### config.mk
export PLATFORM = sky130hd
export DESIGN_NAME = mig_irq_gather
export DESIGN_NICKNAME = d
export VERILOG_FILES = /design/src/mig_pkg.sv /design/src/mig_irq_gather.sv
export SDC_FILE = /design/constraint.sdc
export NUM_CORES = 1
export LEC_CHECK = 0
export CORE_UTILIZATION = 40
export CTS_BUF_LIST = sky130_fd_sc_hd__clkbuf_4
export DETAILED_ROUTE_END_ITERATION = 8
export DONT_BUFFER_PORTS = 1
export PLACE_DENSITY = 0.64
export SYNTH_ARGS = -nofsm -noshare
export SYNTH_HDL_FRONTEND = slang
export SYNTH_SLANG_ARGS = --single-unit
### constraint.sdc
create_clock -name clk -period 16 [get_ports clk]
set_input_delay 2.4 -clock clk [delete_from_list [all_inputs] [get_ports clk]]
set_output_delay 2.4 -clock clk [all_outputs]
set_load 0.05 [all_outputs]
### src/mig_pkg.sv
// Shared constants for the management interrupt gatherer and GPIO data block
package mig_pkg;
	localparam int           ADDR_W       = 8;
	localparam int           DATA_W       = 8;
	localparam logic [7:0]   OFF_STS1     = 8'h08;
	localparam logic [7:0]   OFF_STS2     = 8'h09;
	localparam logic [7:0]   OFF_EN1      = 8'h0A;
	localparam logic [7:0]   OFF_EN2      = 8'h0B;
	localparam logic [7:0]   OFF_GPD1     = 8'h0C;
	localparam logic [7:0]   OFF_GPD2     = 8'h0D;
	localparam logic [7:0]   OFF_GPD3     = 8'h0E;
	localparam logic [7:0]   OFF_GPD4     = 8'h0F;
	localparam logic [7:0]   OFF_DIR1     = 8'h10;
	localparam logic [7:0]   OFF_DIR2     = 8'h11;
	localparam logic [7:0]   OFF_DIR3     = 8'h12;
	localparam logic [7:0]   OFF_DIR4     = 8'h13;
	localparam logic [7:0]   RST_STS1     = 8'h00;
	localparam logic [1:0]   RST_STSGP    = 2'h0;
	localparam logic [7:0]   RST_EN       = 8'h00;
	localparam logic [7:0]   RST_GPD      = 8'h00;
	localparam logic [7:0]   RST_DIR      = 8'hFF;
	localparam logic [7:0]   RST_RD       = 8'h00;
	localparam int           GP2_W        = 5;
	localparam int           BIT_PAR      = 0;
	localparam int           BIT_UART2    = 1;
	localparam int           BIT_UART1    = 2;
	localparam int           BIT_FLOPPY   = 3;
	localparam int           BIT_GPIO_SECOND_BIT3     = 4;
	localparam int           BIT_GPIO_SECOND_BIT4     = 5;
	localparam int           BIT_TO_SIRQ  = 6;
	localparam int           BIT_TO_PIN   = 7;
	localparam int           GP2_SRC_LO   = 3;
endpackage

### src/mig_irq_gather.sv
// Management interrupt gatherer with GPIO data registers
// Overview of operation
// Status2 bits: par, uart2, uart1, floppy, two GPIO
// Status2 bits 3..0 ignore host writes
// Status2 bits 5..4 clear on write one
// Parallel status reads one when port inactive
// Active port: parallel status follows printer acknowledge
// Enable1 bits gate first-group GPIO sources
// Enable2 bits 0..5 gate status2 sources
// Enable2 bit6 routes group to serial IRQ2
// Enable2 bit7 drives group onto low pin
// Data register1 holds first-group lines 0..7
// Data register2 holds five lines, rest reserved
// Data registers 3,4 hold eight lines each
// Reserved bits read back as zero
// Status1 GPIO bits clear on write one
// Group is OR of status AND enable
// Input reads pin; output write sets level
//
// Implementation choice: strobed register access.
`timescale 1ns/100ps

module mig_sync #(
	parameter int W = 1
) (
	input  wire logic         clk,   // Clock
	input  wire logic         rst,   // Async reset
	input  wire logic [W-1:0] d,     // Raw input
	output logic      [W-1:0] q      // Filtered level
);
	logic [W-1:0] ff1_r;
	logic [W-1:0] ff2_r;
	logic [W-1:0] ff3_r;
	logic [W-1:0] q_r;
	logic [W-1:0] q_nxt;

	// Level moves only once the last two stages agree
	assign q_nxt = (ff2_r & ff3_r) | (q_r & (ff2_r | ff3_r));
	assign q     = q_r;

	always_ff @(posedge clk or posedge rst) begin
		if (rst) begin
			ff1_r <= '0;
			ff2_r <= '0;
			ff3_r <= '0;
			q_r   <= '0;
		end else begin
			ff1_r <= d;
			ff2_r <= ff1_r;
			ff3_r <= ff2_r;
			q_r   <= q_nxt;
		end
	end
endmodule // mig_sync

module mig_irq_gather
	import mig_pkg::*;
(
	input  wire logic              clk,             // 125 MHz clock
	input  wire logic              rst,             // Async reset, high
	input  wire logic [ADDR_W-1:0] addr,            // Register address
	input  wire logic [DATA_W-1:0] wrData,          // Write data
	input  wire logic              wrStb,           // Write strobe
	input  wire logic              rdStb,           // Read strobe
	output logic      [DATA_W-1:0] rdData,          // Read data, next cycle
	input  wire logic              parPortActive,   // Parallel port activated
	input  wire logic              secondUartIrq,   // Second UART interrupt
	input  wire logic              firstUartIrq,    // First UART interrupt
	input  wire logic              floppyIrq,       // Floppy interrupt
	input  wire logic              printerAck,      // Printer acknowledge pin
	input  wire logic [7:0]        gpio1In,         // Group 1 pin levels
	input  wire logic [GP2_W-1:0]  gpio2In,         // Group 2 pin levels
	input  wire logic [7:0]        gpio3In,         // Group 3 pin levels
	input  wire logic [7:0]        gpio4In,         // Group 4 pin levels
	output logic      [7:0]        gpio1Out,        // Group 1 drive level
	output logic      [GP2_W-1:0]  gpio2Out,        // Group 2 drive level
	output logic      [7:0]        gpio3Out,        // Group 3 drive level
	output logic      [7:0]        gpio4Out,        // Group 4 drive level
	output logic      [7:0]        gpio1Oe_n,       // Group 1 enable, low drives
	output logic      [GP2_W-1:0]  gpio2Oe_n,       // Group 2 enable, low drives
	output logic      [7:0]        gpio3Oe_n,       // Group 3 enable, low drives
	output logic      [7:0]        gpio4Oe_n,       // Group 4 enable, low drives
	output logic                   groupMgmtIrq,    // Internal group, high active
	output logic                   serialIrq2Req,   // Request for IRQ2 slot
	output logic                   mgmtIrqPin_n     // Management pin, low active
);
	localparam int SYNC_W = 8 + GP2_W + 8 + 8 + 1;

	logic [SYNC_W-1:0] pinsRaw;
	logic [SYNC_W-1:0] pinsLvl;
	logic [7:0]        gp1Lvl;
	logic [GP2_W-1:0]  gp2Lvl;
	logic [7:0]        gp3Lvl;
	logic [7:0]        gp4Lvl;
	logic              ackLvl;

	assign pinsRaw = {printerAck, gpio4In, gpio3In, gpio2In, gpio1In};

	mig_sync #(
		.W (SYNC_W)
	) u_pinSync (
		.clk (clk),
		.rst (rst),
		.d   (pinsRaw),
		.q   (pinsLvl)
	);

	assign gp1Lvl = pinsLvl[7:0];
	assign gp2Lvl = pinsLvl[8 +: GP2_W];
	assign gp3Lvl = pinsLvl[8 + GP2_W +: 8];
	assign gp4Lvl = pinsLvl[16 + GP2_W +: 8];
	assign ackLvl = pinsLvl[SYNC_W-1];

	// Register decode
	logic wrSts1;
	logic wrSts2;
	logic wrEn1;
	logic wrEn2;
	logic wrGpd1;
	logic wrGpd2;
	logic wrGpd3;
	logic wrGpd4;
	logic wrDir1;
	logic wrDir2;
	logic wrDir3;
	logic wrDir4;

	assign wrSts1 = wrStb && (addr == OFF_STS1);
	assign wrSts2 = wrStb && (addr == OFF_STS2);
	assign wrEn1  = wrStb && (addr == OFF_EN1);
	assign wrEn2  = wrStb && (addr == OFF_EN2);
	assign wrGpd1 = wrStb && (addr == OFF_GPD1);
	assign wrGpd2 = wrStb && (addr == OFF_GPD2);
	assign wrGpd3 = wrStb && (addr == OFF_GPD3);
	assign wrGpd4 = wrStb && (addr == OFF_GPD4);
	assign wrDir1 = wrStb && (addr == OFF_DIR1);
	assign wrDir2 = wrStb && (addr == OFF_DIR2);
	assign wrDir3 = wrStb && (addr == OFF_DIR3);
	assign wrDir4 = wrStb && (addr == OFF_DIR4);

	// GPIO source edges for the sticky status bits
	logic [7:0] gp1Prev_r;
	logic [1:0] gp2Prev_r;
	logic [7:0] gp1Evt;
	logic [1:0] gp2Src;
	logic [1:0] gp2Evt;

	assign gp2Src = gp2Lvl[GP2_SRC_LO +: 2];
	assign gp1Evt = gp1Lvl & ~gp1Prev_r;
	assign gp2Evt = gp2Src & ~gp2Prev_r;

	// Status registers; a new edge beats a clear in the same cycle
	logic [7:0] sts1_r;
	logic [7:0] sts1_nxt;
	logic [1:0] stsGp_r;
	logic [1:0] stsGp_nxt;
	logic [3:0] stsFix;
	logic [7:0] sts2;

	assign sts1_nxt  = (sts1_r & ~(wrSts1 ? wrData : 8'h00)) | gp1Evt;
	assign stsGp_nxt = (stsGp_r & ~(wrSts2 ? wrData[BIT_GPIO_SECOND_BIT4:BIT_GPIO_SECOND_BIT3] : 2'h0)) | gp2Evt;
	// Fixed bits are pure wires so no write can touch them
	assign stsFix[BIT_PAR]    = parPortActive ? ackLvl : 1'b1;
	assign stsFix[BIT_UART2]  = secondUartIrq;
	assign stsFix[BIT_UART1]  = firstUartIrq;
	assign stsFix[BIT_FLOPPY] = floppyIrq;
	assign sts2 = {2'h0, stsGp_r, stsFix};

	// Enable registers
	logic [7:0] en1_r;
	logic [7:0] en2_r;

	// GPIO data latches and direction, 1 = input
	logic [7:0]       gpd1_r;
	logic [GP2_W-1:0] gpd2_r;
	logic [7:0]       gpd3_r;
	logic [7:0]       gpd4_r;
	logic [7:0]       dir1_r;
	logic [GP2_W-1:0] dir2_r;
	logic [7:0]       dir3_r;
	logic [7:0]       dir4_r;
	logic [7:0]       gp1Rd;
	logic [7:0]       gp2Rd;
	logic [7:0]       gp3Rd;
	logic [7:0]       gp4Rd;

	assign gp1Rd = (dir1_r & gp1Lvl) | (~dir1_r & gpd1_r);
	assign gp2Rd = {3'h0, (dir2_r & gp2Lvl) | (~dir2_r & gpd2_r)};
	assign gp3Rd = (dir3_r & gp3Lvl) | (~dir3_r & gpd3_r);
	assign gp4Rd = (dir4_r & gp4Lvl) | (~dir4_r & gpd4_r);

	// Group interrupt
	logic groupIrq;

	assign groupIrq = (|(sts1_r & en1_r)) | (|(sts2[BIT_GPIO_SECOND_BIT4:0] & en2_r[BIT_GPIO_SECOND_BIT4:0]));

	// Read mux; unmapped addresses read zero
	logic [7:0] rdMux;

	assign rdMux = (addr == OFF_STS1) ? sts1_r :
	               (addr == OFF_STS2) ? sts2 :
	               (addr == OFF_EN1)  ? en1_r :
	               (addr == OFF_EN2)  ? en2_r :
	               (addr == OFF_GPD1) ? gp1Rd :
	               (addr == OFF_GPD2) ? gp2Rd :
	               (addr == OFF_GPD3) ? gp3Rd :
	               (addr == OFF_GPD4) ? gp4Rd :
	               (addr == OFF_DIR1) ? dir1_r :
	               (addr == OFF_DIR2) ? {3'h0, dir2_r} :
	               (addr == OFF_DIR3) ? dir3_r :
	               (addr == OFF_DIR4) ? dir4_r : 8'h00;

	logic [7:0] rdData_r;
	logic       groupIrq_r;
	logic       serialIrq2_r;
	logic       pin_n_r;

	always_ff @(posedge clk or posedge rst) begin
		if (rst) begin
			gp1Prev_r <= RST_STS1;
			gp2Prev_r <= RST_STSGP;
			sts1_r    <= RST_STS1;
			stsGp_r   <= RST_STSGP;
		end else begin
			gp1Prev_r <= gp1Lvl;
			gp2Prev_r <= gp2Src;
			sts1_r    <= sts1_nxt;
			stsGp_r   <= stsGp_nxt;
		end
	end

	always_ff @(posedge clk or posedge rst) begin
		if (rst) begin
			en1_r <= RST_EN;
			en2_r <= RST_EN;
		end else begin
			if (wrEn1) begin
				en1_r <= wrData;
			end
			if (wrEn2) begin
				en2_r <= wrData;
			end
		end
	end

	// Latch always takes the write; it only reaches the pin when output
	always_ff @(posedge clk or posedge rst) begin
		if (rst) begin
			gpd1_r <= RST_GPD;
			gpd2_r <= RST_GPD[GP2_W-1:0];
			gpd3_r <= RST_GPD;
			gpd4_r <= RST_GPD;
		end else begin
			if (wrGpd1) begin
				gpd1_r <= wrData;
			end
			if (wrGpd2) begin
				gpd2_r <= wrData[GP2_W-1:0];
			end
			if (wrGpd3) begin
				gpd3_r <= wrData;
			end
			if (wrGpd4) begin
				gpd4_r <= wrData;
			end
		end
	end

	always_ff @(posedge clk or posedge rst) begin
		if (rst) begin
			dir1_r <= RST_DIR;
			dir2_r <= RST_DIR[GP2_W-1:0];
			dir3_r <= RST_DIR;
			dir4_r <= RST_DIR;
		end else begin
			if (wrDir1) begin
				dir1_r <= wrData;
			end
			if (wrDir2) begin
				dir2_r <= wrData[GP2_W-1:0];
			end
			if (wrDir3) begin
				dir3_r <= wrData;
			end
			if (wrDir4) begin
				dir4_r <= wrData;
			end
		end
	end

	always_ff @(posedge clk or posedge rst) begin
		if (rst) begin
			rdData_r     <= RST_RD;
			groupIrq_r   <= 1'b0;
			serialIrq2_r <= 1'b0;
			pin_n_r      <= 1'b1;
		end else begin
			rdData_r     <= rdStb ? rdMux : RST_RD;
			groupIrq_r   <= groupIrq;
			serialIrq2_r <= groupIrq && en2_r[BIT_TO_SIRQ];
			pin_n_r      <= !(groupIrq && en2_r[BIT_TO_PIN]);
		end
	end

	assign rdData        = rdData_r;
	assign groupMgmtIrq  = groupIrq_r;
	assign serialIrq2Req = serialIrq2_r;
	assign mgmtIrqPin_n  = pin_n_r;
	assign gpio1Out      = gpd1_r;
	assign gpio2Out      = gpd2_r;
	assign gpio3Out      = gpd3_r;
	assign gpio4Out      = gpd4_r;
	assign gpio1Oe_n     = dir1_r;
	assign gpio2Oe_n     = dir2_r;
	assign gpio3Oe_n     = dir3_r;
	assign gpio4Oe_n     = dir4_r;

	logic rdSts2;

	assign rdSts2 = rdStb && (addr == OFF_STS2);

	a_sts2_map:
	assert property (@(posedge clk) disable iff (rst)
		rdSts2 |=> rdData[BIT_GPIO_SECOND_BIT4:BIT_GPIO_SECOND_BIT3] == $past(stsGp_r) && rdData[BIT_FLOPPY] == $past(floppyIrq))
	else $error("status2 map wrong");

	a_fixed_nowrite:
	assert property (@(posedge clk) disable iff (rst)
		wrSts2 ##2 rdSts2 |=> rdData[BIT_FLOPPY:BIT_UART2] == $past({floppyIrq, firstUartIrq, secondUartIrq}))
	else $error("fixed status bits disturbed by write");

	a_gp_clear:
	assert property (@(posedge clk) disable iff (rst)
		wrSts2 && wrData[BIT_GPIO_SECOND_BIT3] && !gp2Evt[0] |=> !stsGp_r[0])
	else $error("GPIO status not cleared");

	a_gp_keep:
	assert property (@(posedge clk) disable iff (rst)
		stsGp_r[1] && wrSts2 && !wrData[BIT_GPIO_SECOND_BIT4] |=> stsGp_r[1])
	else $error("GPIO status lost on zero write");

	a_par_idle:
	assert property (@(posedge clk) disable iff (rst)
		rdSts2 && !parPortActive |=> rdData[BIT_PAR])
	else $error("parallel status not one while inactive");

	a_par_track:
	assert property (@(posedge clk) disable iff (rst)
		rdSts2 && parPortActive |=> rdData[BIT_PAR] == $past(ackLvl))
	else $error("parallel status not following acknowledge");

	a_en1_gate:
	assert property (@(posedge clk) disable iff (rst)
		(sts1_r & en1_r) != 8'h00 |=> groupMgmtIrq)
	else $error("first enable does not gate source");

	a_en2_gate:
	assert property (@(posedge clk) disable iff (rst)
		floppyIrq && en2_r[BIT_FLOPPY] && en2_r[BIT_TO_PIN] |=> !mgmtIrqPin_n)
	else $error("second enable does not gate source");

	a_sirq_route:
	assert property (@(posedge clk) disable iff (rst)
		!en2_r[BIT_TO_SIRQ] |=> !serialIrq2Req)
	else $error("serial IRQ2 without route enable");

	a_pin_route:
	assert property (@(posedge clk) disable iff (rst)
		mgmtIrqPin_n == !($past(groupIrq) && $past(en2_r[BIT_TO_PIN])))
	else $error("management pin level wrong");

	a_reserved_zero:
	assert property (@(posedge clk) disable iff (rst)
		rdStb && (addr == OFF_GPD2 || addr == OFF_STS2) |=>
		rdData[7:6] == 2'h0 && ($past(addr) == OFF_STS2 || rdData[7:GP2_W] == 3'h0))
	else $error("reserved bits not zero");

	a_sts1_clear:
	assert property (@(posedge clk) disable iff (rst)
		wrSts1 && wrData[0] && !gp1Evt[0] |=> !sts1_r[0])
	else $error("status1 bit not cleared");

	a_group_none:
	assert property (@(posedge clk) disable iff (rst)
		(sts1_r & en1_r) == 8'h00 && (sts2[BIT_GPIO_SECOND_BIT4:0] & en2_r[BIT_GPIO_SECOND_BIT4:0]) == 6'h00 |=> !groupMgmtIrq)
	else $error("group raised with nothing enabled");

	a_gpio_out:
	assert property (@(posedge clk) disable iff (rst)
		wrGpd1 && !dir1_r[0] |=> gpio1Out[0] == $past(wrData[0]) && !gpio1Oe_n[0])
	else $error("output write not driven");
endmodule // mig_irq_gather

Word-level counts from Yosys, hierarchy flattened
Index checks and enable logic that the tools add are counted.
{"block": "op_classes", "n_eq_ne": 12, "n_mux": 16, "n_bitwise": 33, "n_reduce_logical": 17}
{"operator": "2-to-1 mux 8 bit", "n": 14}
{"operator": "bitwise AND 8 bit", "n": 9}
{"operator": "== test 8 x 4 -> 1 bit (second input constant)", "n": 8}
{"operator": "bitwise AND 30 bit", "n": 2}
{"operator": "bitwise OR 30 bit", "n": 2}
{"operator": "inverter 8 bit", "n": 5}
{"operator": "== test 8 x 5 -> 1 bit (second input constant)", "n": 4}
{"operator": "bitwise OR 8 bit", "n": 4}
{"operator": "logical AND 1 bit", "n": 14}
{"operator": "bitwise AND 5 bit", "n": 2}
{"operator": "OR reduction 8 bit", "n": 1}
{"operator": "bitwise AND 6 bit", "n": 1}
{"operator": "OR reduction 6 bit", "n": 1}
{"operator": "inverter 5 bit", "n": 1}
{"operator": "bitwise OR 5 bit", "n": 1}
{"operator": "bitwise AND 2 bit", "n": 2}
{"operator": "inverter 2 bit", "n": 2}
{"operator": "2-to-1 mux 2 bit", "n": 1}
{"operator": "bitwise OR 2 bit", "n": 1}
{"operator": "zero test 1 bit", "n": 1}
{"operator": "2-to-1 mux 1 bit", "n": 1}
{"operator": "bitwise OR 1 bit", "n": 1}
{"block": "totals", "reg_bits": 225, "input_bits": 54, "out_inout_bits": 69, "wordCells": 100}

Longest topological paths before layout
Gate-level depths: netlist (run 1).
{"block": "depth", "ltp_word": 14, "mapped_depth": 7, "ltp_nobuf": 5}

Hierarchy
From an unflattened synthesis (run 1), not the netlist that was laid out.
{"block": "unflattened", "cells_unflattened": 589, "area_unflattened_um2": 8823.5}
{"module": "mig_irq_gather", "instances": 1, "cells_each": 438, "area_per_inst_um2": 5479.0, "seq_area_each_um2": 2665.1}
{"module": "mig_sync", "instances": 1, "cells_each": 151, "area_per_inst_um2": 3344.5, "seq_area_each_um2": 3002.9}

Least setup slack after synthesis (run 1)
OpenSTA, ideal clock, no wires.
{"block": "synth_timing", "kind": "input-to-reg", "start": "input addr[0]", "end": "register gpd3_r[6] (netlist: gpio3Out[6])", "setup_ns": 0.125, "t_arrival_ns": 3.649, "required_time_ns": 15.875, "slack_ns": 12.227, "stages": 5, "n_path_buf": 1, "cell_sequence": "buf_2 -> nor2b_1 -> nand2_1 -> nor2_2 -> mux2_2"}
{"block": "synth_via", "elab_chain_cells": 2}
{"item": "start: declaration", "line": "mig_irq_gather.sv:61", "source": "input wire logic [ADDR_W-1:0] addr,"}
{"item": "== test 8 x 4 -> 1 bit", "line": "mig_irq_gather.sv:134", "source": "assign wrGpd3 = wrStb && (addr == OFF_GPD3);"}
{"item": "logical AND 1 bit", "line": "mig_irq_gather.sv:134"}
{"item": "end signal: assignment", "line": "mig_irq_gather.sv:261", "source": "gpd3_r <= wrData;"}
{"item": "end: declaration", "line": "mig_irq_gather.sv:176", "source": "logic [7:0] gpd3_r;"}
Every way passes these cells.
A chain may end at the register's enable or synchronous reset.

Worst setup path after layout (run 1)
{"block": "layout_timing", "start": "register dir1_r[0] (netlist: gpio1Oe_n[0])", "end": "output gpio1Oe_n[0]"}
{"item": "start: declaration", "line": "mig_irq_gather.sv:178", "source": "logic [7:0] dir1_r;"}
{"item": "start signal: assignment", "line": "mig_irq_gather.sv:277", "source": "dir1_r <= wrData;"}
{"item": "end: declaration", "line": "mig_irq_gather.sv:79", "source": "output logic [7:0] gpio1Oe_n,"}
No word-level cell between the ends.

==> results of run 1 <==
Yosys cell counts, drive strengths merged (3+ instances only):
| cell type | count | area (um^2) |
|---|---|---|
| mux4 | 5 | 112.6 |
| dfrtp | 195 | 4880 |
| nand2b | 4 | 32.53 |
| nand2 | 30 | 115.1 |
| nor3 | 3 | 26.28 |
| maj3 | 30 | 300.3 |
| o22ai | 9 | 56.30 |
| nor2 | 8 | 50.04 |
| a211oi | 7 | 52.55 |
| a22oi | 13 | 97.59 |
| o21ai | 19 | 95.09 |
| clkbuf | 7 | 26.28 |
| and3 | 3 | 18.77 |
| mux2i | 28 | 280.3 |
| a22o | 11 | 96.34 |
| o211ai | 4 | 30.03 |
| and2 | 7 | 45.05 |
| inv | 15 | 56.30 |
| dfstp | 30 | 788.3 |
| buf | 15 | 91.34 |
| o2bb2ai | 4 | 35.03 |
| nor2b | 9 | 56.30 |
| mux2 | 80 | 930.9 |
| nand3 | 5 | 30.03 |
| a21oi | 6 | 30.03 |
sequential cells by signal, summed over array words and instances (netlist names), 8 cells and up:
name / count
en1_r: 8
en2_r: 8
gp1Prev_r: 8
gpio1Oe_n: 8
gpio1Out: 8
gpio3Oe_n: 8
gpio3Out: 8
gpio4Oe_n: 8
gpio4Out: 8
rdData: 8
sts1_r: 8
u_pinSync.ff1_r: 30
u_pinSync.ff2_r: 30
u_pinSync.ff3_r: 30
u_pinSync.q: 30
cells by family (layout without fill, tap and decap cells):
group / count (synthesis) / after routing / share of synthesized area
other cells: 0 / 1 / 0
buf+inv: 37 / 119 / 0.02046
flops: 225 / 225 / 0.6669
compound gates: 84 / 84 / 0.06934
simple gates: 76 / 76 / 0.05226
mux: 113 / 113 / 0.1557
fa+ha+maj: 30 / 30 / 0.03533
cell type report:
type                       count  area, um^2  share of cell area
clock buffer                  96       720.7             0.07591
antenna                        1       2.502           0.0002636
timing repair buffer           1       7.507           0.0007907
multi-input combinational    303        2658              0.2799
inverter                      15       63.81            0.006721
tap                          270       337.8             0.03558
clock inverter                 7       36.28            0.003822
sequential                   225        5668              0.5970
per-layer routing:
layer,vias to the layer above,global-route usage,part of all wire
met5,-,0,0
met1,2466,0.2527,0.42
met4,0,0.06959,0.020
met3,31,0.07500,0.097
li1,2144,-,-
met2,202,0.2976,0.47
placed cells by master (no fill, tap or decap), types with 2 or more instances in the layout:
cell and n:
a211oi_1 7, a21oi_1 6, a221oi_1 2, a22o_1 11, a22oi_1 13, a32o_1 2
and2_1 6, and3_1 3, clkbuf_4 96, clkinv_1 4, dfrtp_1 195, dfstp_2 30
inv_1 14, maj3_1 30, mux2_2 71, mux2_4 8, mux2i_1 28, mux4_2 5
nand2_1 29, nand2b_1 3, nand3_1 4, nor2_1 4, nor2_2 2, nor2_4 2
nor2b_1 9, nor3_1 2, o211ai_1 4, o21a_1 2, o21ai_0 19, o22ai_1 9
o2bb2ai_1 4
stage by stage:
| step | cells | total power (W) | util |
|---|---|---|---|
| final | 918 | 0.001200 | 0.4618 |
| after global routing | 918 | 0.001259 | 0.4618 |
| after CTS | 917 | 0.001220 | 0.4617 |
| after detailed placement | 814 | 0.0007224 | 0.4248 |
| after global placement | 814 | 0.0007197 | 0.4248 |
| after floorplan | 565 | 0.0007049 | - |
where the power goes:
| part | switching, W | leakage (nW) | total (W) | internal (W) |
|---|---|---|---|---|
| sequential | 0.0000548 | 2.67 | 0.000659 | 0.000604 |
| combinational | 0.0000277 | 1.02 | 0.0000519 | 0.0000242 |
| clock | 0.000221 | 0.457 | 0.000489 | 0.000268 |
| total | 0.000303 | 4.14 | 0.00120 | 0.000897 |
worst paths after layout:
check	start	slack, ps	cells past startpoint	to
setup / recovery	gpio1Oe_n[0]$_DFFE_PP1P_	12130	0	gpio1Oe_n[0]
hold / removal	u_pinSync.ff1_r[12]$_DFF_PP0_	340	0	u_pinSync.ff2_r[12]$_DFF_PP0_
setup reg to reg	gpio2Oe_n[4]$_DFFE_PP1P_	13970	5	rdData[4]$_DFF_PP0_
hold reg to reg	u_pinSync.ff1_r[12]$_DFF_PP0_	340	0	u_pinSync.ff2_r[12]$_DFF_PP0_
max in group asynchronous	rst	12600	2	u_pinSync.q[3]$_DFF_PP0_
min in group asynchronous	rst	1820	1	u_pinSync.ff1_r[15]$_DFF_PP0_
==> metrics.csv, run 1 <==
stage;metric;value;unit
sta;Final Skew;51.48;ps
synth;synthesized area;8499;um^2
synth;Seq/Total Area, Yosys;0.6669;
worst_hold_path;Hold Crit Class;flip-flop to flip-flop;
detailed_routing;drt drc;0;
sta;FMAX;0.2585;GHz
synth;Mapped Cells;565;
sta;RSZ-0062 raised after global routing;no;
setup_path;Worst EP arrival;1470;ps
die;Ports;123;
setup_path;Setup CP Type;flip-flop to output port;
global_route;initial antenna violation count;1;
sta;Max transition margin;0.2968;
clock_network;CTS Buffer Depth;3;
global_route;vias in the first global route;5250;
synth;synth warn;0;
sta;Worst Max-Slew Pin Slew;1055;ps
sta;final hold vios;0;
sta;ratio of final minimum period to clock period;0.2418;
die;Die Y-Extent;147.8;um
synth;Post-synth ARST share;1.000;
finish;fill count;1868;
placement;GP Congestion;0.8926;
sta;min setup slack post-route;12130;ps
clock_network;Post-CTS Hold Buffers;0;
sta;setup TNS;0;ps
clock_network;postcts setup bufs;0;
setup_path;Critical Path RT;13600;ps
finish;NumNets Final;658;
status;status;completed;
finish;Area growth syn-to-layout;11.70;%
placement;pre-CTS WS;11750;ps
setup_path;CP endpoint kind;output port;
clock_network;post_cts resized;0;
sta;Max Transition Viols Final;0;
job;max-cap check violation count;0;
placement;IO Port Bufs;0;
synth;Post-synth EDFFs;0;
die;total core area;20560;um^2
die;row cnt;52;
power_and_ir_drop;static leakage;4.144;nW
global_route;pin count of the biggest net entering global routing;155;
power_and_ir_drop;worst vdd ir;0.05394;mV
clock_network;Clk Latency, worst-skew pair;680;ps
sta;Final Critical Period;3868;ps
die;Initial Util;0.4134;
synth;Synth Register Bits;225;
detailed_routing;Detail Route Antenna Nets;0;
detailed_routing;WL per Instance;22.30;um
synth;post-synthesis cell type count;51;
power_and_ir_drop;Pwr Density;126.4;nW/um^2
global_route;first-pass GRT wire length;31850;um
finish;Design Area, Final;9494;um^2
clock_network;# clock sinks;225;
sta;hold_ws;339.7;ps
detailed_routing;initial drt markers;251;
clock_network;H-tree Lvls;2;
detailed_routing;Routed WL;20470;um
detailed_routing;DR vias;4843;
clock_network;clock slew at reported path FFs;70;ps
placement;dpl cell area;8735;um^2
finish;proportion of layout cells with a drive suffix above 1;0.3524;
detailed_routing;vias per cell;5.276;
clock_network;cts bufs inserted;58;
sta;Setup Viol. Count Final;0;
synth;Syn Nets;619;
synth;Most used DFF post-synth;dfrtp_1;
clock_network;clock root cell;clkbuf_4;
clock_network;CTS tree;built;
global_route;gr ovfl total;0;
die;die width;147.8;um
setup_path;startpoint types;flip-flop;
detailed_routing;first-pass iteration count of the detailed router;5;
placement;DP Wirelength;13980;um
setup_path;CP Max Fanout;4;
synth;synthesized area per cell;15.04;um^2
die;die area;21840;um^2
global_route;GRT Util Overall;0.1948;
Power figures use the tool's default switching activity.
==> run 2: changes to the inputs <==
--- a/config.mk
+++ b/config.mk
@@ -9,7 +9,7 @@
 export CTS_BUF_LIST = sky130_fd_sc_hd__clkbuf_4
 export DETAILED_ROUTE_END_ITERATION = 8
 export DONT_BUFFER_PORTS = 1
-export PLACE_DENSITY = 0.64
+export PLACE_DENSITY = 0.66
 export SYNTH_ARGS = -nofsm -noshare
 export SYNTH_HDL_FRONTEND = slang
 export SYNTH_SLANG_ARGS = --single-unit
==> constraint.sdc (replaced) <==
create_clock -name clk -period 3.55 [get_ports clk]
set_input_delay 0.5325 -clock clk [delete_from_list [all_inputs] [get_ports clk]]
set_output_delay 0.5325 -clock clk [all_outputs]
set_load 0.05 [all_outputs]
==> metrics.csv, run 2 (same netlist as run 1, synthesis figures left out) <==
stage;metric;value;unit;change
status;status;completed;;
clock_network;clock slew at reported path FFs;70;ps;about the same
sta;Worst Max-Slew Pin Slew;924.9;ps;-129.9 ps
clock_network;Clk Latency, worst-skew pair;700;ps;+20 ps
setup_path;CP Max Fanout;4;;unchanged
finish;most frequent cells in the layout;dfrtp_1 (195), clkbuf_4 (95), mux2_2 (71);;
worst_hold_path;HP Start;wrData[1];;
sta;Final Critical Period;1993;ps;
clock_network;cts bufs inserted;59;;+1.7%
global_route;initial antenna violation count;0;;-1
sta;FMAX;0.5019;GHz;
die;Initial Util;0.4134;;unchanged
clock_network;post_cts resized;0;;unchanged
die;die width;147.8;um;unchanged
global_route;vias in the first global route;5401;;+2.9%
worst_hold_path;Endpoint, Worst Hold;sts1_r[1]$_DFF_PP0_;;
die;row cnt;52;;unchanged
die;total core area;20560;um^2;unchanged
setup_path;Worst EP arrival;1460;ps;about the same
sta;final hold vios;0;;unchanged
clock_network;# clock sinks;225;;unchanged
placement;IO Port Bufs;0;;unchanged
worst_hold_path;Hold Crit Class;input pin to flip-flop;;
power_and_ir_drop;worst vdd ir;0.3472;mV;+540%
setup_path;CP endpoint kind;output port;;
global_route;gr ovfl total;0;;unchanged
finish;commonest non-fill, non-tap cell in the layout;dfrtp_1;;
finish;register area;5668;um^2;unchanged
setup_path;capturing point of the worst reg2reg path;rdData[4]$_DFF_PP0_;;
finish;fill count;1856;;-0.64%
die;Ports;123;;unchanged
sta;hold_ws;49.77;ps;-290.0 ps
finish;NumNets Final;701;;+6.5%
global_route;GRT Util Overall;0.2012;;+0.006350
clock_network;CTS tree;built;;
sta;ratio of final minimum period to clock period;0.5613;;
finish;fin util;0.4838;;+0.02203
sta;Max Transition Viols Final;0;;unchanged
die;Die Y-Extent;147.8;um;unchanged
clock_network;H-tree Lvls;2;;unchanged
die;die area;21840;um^2;unchanged
job;max-cap check violation count;0;;unchanged
detailed_routing;first-pass iteration count of the detailed router;5;;unchanged
power_and_ir_drop;static leakage;4.338;nW;+4.7%
sta;min setup slack post-route;1557;ps;-10570 ps
detailed_routing;vias per cell;5.260;;-0.30%
sta;setup TNS;0;ps;unchanged
detailed_routing;WL per Instance;22.01;um;-1.3%
placement;DP Wirelength;14270;um;+2.0%
sta;Setup Viol. Count Final;0;;unchanged
power_and_ir_drop;Pwr Density;553.5;nW/um^2;+340%
setup_path;r2r worst-path depth;5;;unchanged
global_route;first-pass GRT wire length;32620;um;+2.4%
finish;Design Area, Final;9947;um^2;+4.8%
detailed_routing;Routed WL;21280;um;+3.9%
sta;RSZ-0062 raised after global routing;no;;
worst_hold_path;WHS Path Cells;2;;+2
detailed_routing;Detail Route Antenna Nets;0;;unchanged
finish;ANT cells;0;;-1
finish;Multi-input gate area;2658;um^2;unchanged
setup_path;Critical Path RT;3020;ps;-10580 ps
detailed_routing;initial drt markers;309;;+23%
placement;GP Congestion;0.8517;;-4.6%
finish;Area growth syn-to-layout;17.03;%;
setup_path;R2R Setup Slk;1560;ps;-12410 ps
finish;proportion of layout cells with a drive suffix above 1;0.3300;;-0.02241
global_route;pin count of the biggest net entering global routing;153;;-1.3%
sta;Final Skew;47.83;ps;-3.644 ps
placement;pre-CTS WS;1153;ps;-10590 ps
detailed_routing;DR vias;5086;;+5.0%
setup_path;r2r startpoint;gpio3Oe_n[4]$_DFFE_PP1P_;;
placement;dpl cell area;8751;um^2;+0.19%
clock_network;postcts setup bufs;0;;unchanged
clock_network;Post-CTS Hold Buffers;40;;+40
detailed_routing;drt drc;0;;unchanged
setup_path;startpoint types;flip-flop;;
sta;Max transition margin;0.3834;;+0.08662
setup_path;Setup CP Type;flip-flop to output port;;
clock_network;CTS Buffer Depth;3;;unchanged
clock_network;clock root cell;clkbuf_4;;
-- run 2: cell count changes in the layout (fill, tap and decap cells not counted), sizes merged --
cell         change
clkbuf           -1
clkinv           +8
inv              +1
diode            -1
dlygate4sd3     +41
buf              +1
-- run 2: worst max path at each step --
| stage | endpoint | start | depth (start not counted) |
|---|---|---|---|
| floorplan | en1_r[0]$_DFFE_PP0P_ | rst | 1 |
| global placement | gpio3Out[0]$_DFFE_PP0P_ | addr[1] | 4 |
| detailed placement | gpio3Out[2]$_DFFE_PP0P_ | addr[5] | 4 |
| CTS | gpio1Oe_n[7] | gpio1Oe_n[7]$_DFFE_PP1P_ | 0 |
| global route | gpio1Oe_n[7] | gpio1Oe_n[7]$_DFFE_PP1P_ | 0 |
| finish | gpio1Oe_n[7] | gpio1Oe_n[7]$_DFFE_PP1P_ | 0 |
-- run 2: final cells by class --
class                      count  share of cell area
timing repair buffer          43             0.04403
inverter                      15            0.006038
multi-input combinational    303              0.2672
sequential                   225              0.5698
tap                          270             0.03396
clock inverter                16            0.007296
clock buffer                  95             0.07170
-- run 2: worst register-to-register path, stage by stage (launching register included) --
cell and delay, ps:
dfstp_2 750, mux2i_1 320, o21ai_0 120, a32o_1 290, a22oi_1 250, o21ai_0 120
-- run 2: per-layer routing --
layer  up-vias  routed length, um  GRT usage
met3        37               2117    0.07593
met5         -                  0          0
met2       209              10010     0.3083
met1      2602               8781     0.2626
li1       2238                  -          -
met4         0                375    0.06804
-- run 2: where the power goes --
group / switching [W] / internal [W]
registers: 0.000247 / 0.00272
logic: 0.000147 / 0.000141
clock network: 0.00103 / 0.00122
total: 0.00142 / 0.00408
-- run 2: per-stage QoR --
| stage | std cells | total power, W |
|---|---|---|
| floorplan | 565 | 0.003178 |
| global placement | 815 | 0.003247 |
| detailed placement | 815 | 0.003258 |
| CTS | 966 | 0.005592 |
| global route | 967 | 0.005789 |
| finish | 967 | 0.005506 |
==> run 3: changes to the inputs <==
--- a/config.mk
+++ b/config.mk
@@ -5,6 +5,7 @@
 export SDC_FILE = /design/constraint.sdc
 export NUM_CORES = 1
 export LEC_CHECK = 0
+export ABC_AREA = 1
 export CORE_UTILIZATION = 40
 export CTS_BUF_LIST = sky130_fd_sc_hd__clkbuf_4
 export DETAILED_ROUTE_END_ITERATION = 8
==> constraint.sdc (replaced) <==
create_clock -name clk -period 1.66 [get_ports clk]
set_input_delay 0.249 -clock clk [delete_from_list [all_inputs] [get_ports clk]]
set_output_delay 0.249 -clock clk [all_outputs]
set_load 0.05 [all_outputs]
==> metrics.csv, run 3 <==
stage;metric;value;unit;change
synth;largest family of logic cells by synthesized area;simple AND/OR/NAND/NOR gates;;
finish;register area;5670;um^2;about the same
finish;NumNets Final;1013;;+45%
clock_network;Clk Latency, worst-skew pair;720;ps;+20 ps
detailed_routing;vias per cell;4.872;;-7.4%
setup_path;startpoint types;flip-flop;;
finish;fill count;1786;;-3.8%
synth;Seq/Total Area, Yosys;0.6801;;+0.01322
sta;hold_ws;89.17;ps;+39.40 ps
synth;Most used DFF post-synth;dfrtp_1;;
detailed_routing;Detail Route Antenna Nets;0;;unchanged
global_route;vias in the first global route;6365;;+18%
setup_path;Top Family by Delay on Critical Path;flip-flops;;
sta;Max Transition Viols Final;0;;unchanged
power_and_ir_drop;clock share of power;0.397;;-0.011
sta;final hold vios;0;;unchanged
detailed_routing;first-pass iteration count of the detailed router;5;;unchanged
power_and_ir_drop;Pwr Total;0.01191;W;+120%
clock_network;CTS Buffer Depth;3;;unchanged
power_and_ir_drop;combinational share of power;0.095;;+0.043
synth;Synth Area in Compound Gates;0.08888;;+0.01954
finish;Area growth syn-to-layout;32.08;%;
clock_network;cts bufs inserted;59;;unchanged
placement;GP Congestion;0.8750;;+2.7%
global_route;pin count of the biggest net entering global routing;96;;-37%
sta;Max transition margin;0.5699;;+0.1865
finish;fin util;0.5423;;+0.05847
power_and_ir_drop;P_sw;0.003157;W;+120%
die;die area;21420;um^2;-1.9%
finish;Multi-input gate area;2384;um^2;-10%
placement;DP Wirelength;14310;um;+0.30%
die;total core area;20300;um^2;-1.3%
setup_path;Worst EP arrival;1460;ps;about the same
global_route;first-pass GRT wire length;34450;um;+5.6%
synth;Post-Synth XOR/XNOR Area;0;;unchanged
setup_path;CP max stage cell;dfstp_2;;
synth;mux contribution to synthesized area;0.01171;;-0.1440
synth;Post-synth EDFFs;0;;unchanged
finish;most frequent cells in the layout;dfrtp_1 (193), nand2_1 (180), clkbuf_4 (91);;
synth;most area-hungry cell type in the Yosys netlist;dfrtp_1;;
synth;top post-synthesis cells by area;dfrtp_1 (59%), dfstp_2 (9.5%), nand2_1 (8.2%);;
setup_path;max incr delay on CP;600;ps;
sta;Setup Viol. Count Final;11;;+11
synth;most instantiated cells after synthesis;dfrtp_1 (195), nand2_1 (181), o21ai_0 (73);;
sta;FMAX;0.5847;GHz;
sta;Worst Max-Slew Pin Slew;645.2;ps;-279.7 ps
power_and_ir_drop;Seq pwr share;0.507;;-0.032
detailed_routing;WL per Instance;16.76;um;-24%
finish;commonest non-fill, non-tap cell in the layout;dfrtp_1;;
synth;synthesized area;8334;um^2;-1.9%
sta;RSZ-0062 raised after global routing;yes;;
detailed_routing;DR vias;6231;;+23%
synth;Syn Nets;810;;+31%
detailed_routing;Routed WL;21440;um;+0.73%
power_and_ir_drop;worst vdd ir;0.6480;mV;+87%
setup_path;crit-path cells;buf_8;;
power_and_ir_drop;Pint;0.008755;W;+110%
global_route;gr ovfl total;0;;unchanged
global_route;GRT Util Overall;0.2095;;+0.008372
synth;synthesized area per cell;11.02;um^2;-27%
status;status;finished with violations;;
die;Die Y-Extent;146.3;um;-0.96%
power_and_ir_drop;static leakage;4.954;nW;+14%
clock_network;clock root cell;clkbuf_4;;
synth;area share of fa/ha/maj cells after synthesis;0.03603;;+0.0007001
placement;pre-CTS WS;15.96;ps;-1137 ps
synth;Yosys top cell area share;0.5855;;+0.01138
synth;post-synthesis cell type count;29;;-43%
placement;IO Port Bufs;0;;unchanged
sta;ratio of final minimum period to clock period;1.030;;
clock_network;H-tree Lvls;2;;unchanged
die;row cnt;52;;unchanged
die;Ports;123;;unchanged
clock_network;clock slew at reported path FFs;60;ps;about the same
status;failing checks;negative setup slack;;
setup_path;Critical Path RT;1410;ps;-1610 ps
sta;Final Critical Period;1710;ps;
synth;simple-gate portion of the synthesized area;0.1437;;+0.09141
power_and_ir_drop;switch share;0.2650;;+0.006219
clock_network;# clock sinks;225;;unchanged
detailed_routing;drt drc;0;;unchanged
power_and_ir_drop;Pwr Density;1082;nW/um^2;+96%
setup_path;CP Max Fanout;2;;-2
job;max-cap check violation count;0;;unchanged
synth;Synth Register Bits;225;;unchanged
sta;min setup slack post-route;-50.38;ps;-1608 ps
synth;synth warn;0;;unchanged
setup_path;CP endpoint kind;output port;;
synth;Mapped Cells;756;;+34%
die;Initial Util;0.4106;;-0.002836
die;die width;146.3;um;-0.96%
finish;proportion of layout cells with a drive suffix above 1;0.2910;;-0.03902
worst_hold_path;Hold Crit Class;input pin to flip-flop;;
synth;most common cell in the netlist;dfrtp_1;;
clock_network;CTS tree;built;;
global_route;initial antenna violation count;1;;+1
setup_path;buffer and inverter count on the worst path;1;;
sta;Final Skew;58.35;ps;+10.52 ps
setup_path;Setup CP Type;flip-flop to output port;;
detailed_routing;initial drt markers;403;;+30%
synth;Post-synth ARST share;1.000;;unchanged
## run 3: cell types whose count changed after synthesis, moves of 25 or more
cell	delta
o21ai_0	+54
mux2_2	-65
inv_1	+38
nand2_1	+152
o21ai_1	+42
mux2i_1	-25
## run 3: timing repair
action,CTS,global route
gates resized for setup,63,24
buffers inserted,28,1
pin swaps,0,10
hold endpoints to repair,342,0
hold buffers,52,0
endpoints found under the setup margin,32,39
## run 3: layer usage
layer	wire length, um	vias to the layer above	track usage
li1	-	2952	-
met1	9269	3036	0.2770
met2	9927	202	0.3250
met3	1682	41	0.06000
met4	557	0	0.08594
met5	0	-	0
## run 3: per-stage QoR
stage	cell area, um^2	instances	setup TNS [ps]
floorplan	8338	756	-315430
global placement	9211	1088	0
detailed placement	9211	1088	0
CTS	10930	1276	-1123
global route	11010	1279	-1399
finish	11010	1279	-142.5
## run 3: final cells by class
class                           instances  area share
Clock inverter                         18    0.007274
Timing Repair Buffer                  159      0.1450
Multi-Input combinational cell        448      0.2165
Tap cell                              270     0.03069
Sequential cell                       225      0.5151
Antenna cell                            2   0.0004546
Clock buffer                           91     0.06206
Inverter                               66     0.02285
## run 3: kinds of logic (layout without fill, tap and decap cells)
group / count (synthesis) / count (layout)
AOI/OAI and AO/OA: 140 / 140
adders and majority gates: 30 / 30
buffers and inverters: 83 / 334
DFF: 225 / 225
muxes: 9 / 9
other: 0 / 2
and+or+nand+nor: 269 / 269
## run 3: path summary, 6_finish.rpt
check / endpoint / depth (start not counted) / slack (ps) / startpoint
max: gpio1Oe_n[2] / 1 / -50 / gpio1Oe_n[2]$_DFFE_PP1P_
min: u_pinSync.ff1_r[26]$_DFF_PP0_ / 1 / 90 / gpio4In[5]
max reg2reg: rdData[3]$_DFF_PP0_ / 8 / 20 / gpio4Oe_n[3]$_DFFE_PP1P_
min reg2reg: u_pinSync.ff2_r[5]$_DFF_PP0_ / 0 / 340 / u_pinSync.ff1_r[5]$_DFF_PP0_
max in group asynchronous: gpio2Oe_n[3]$_DFFE_PP1P_ / 3 / 980 / rst
min in group asynchronous: u_pinSync.ff1_r[27]$_DFF_PP0_ / 3 / 180 / rst
## run 3: worst register-to-register path, stage by stage, from the launching register on
cell and delay [ps]:
dfstp_2 570, buf_6 100, mux2_4 300, nand2_2 50
nand4_1 120, nand2_1 120, nand4_1 80, nand2_1 80
a21oi_1 50
## run 3: power by group through the flow
stage	clock network (W)	logic (W)	registers, W
floorplan	0	0.000361	0.00634
global placement	0	0.000882	0.00614
detailed placement	0	0.000896	0.00614
CTS	0.00488	0.00113	0.00604
global route	0.00520	0.00123	0.00607
finish	0.00473	0.00113	0.00604
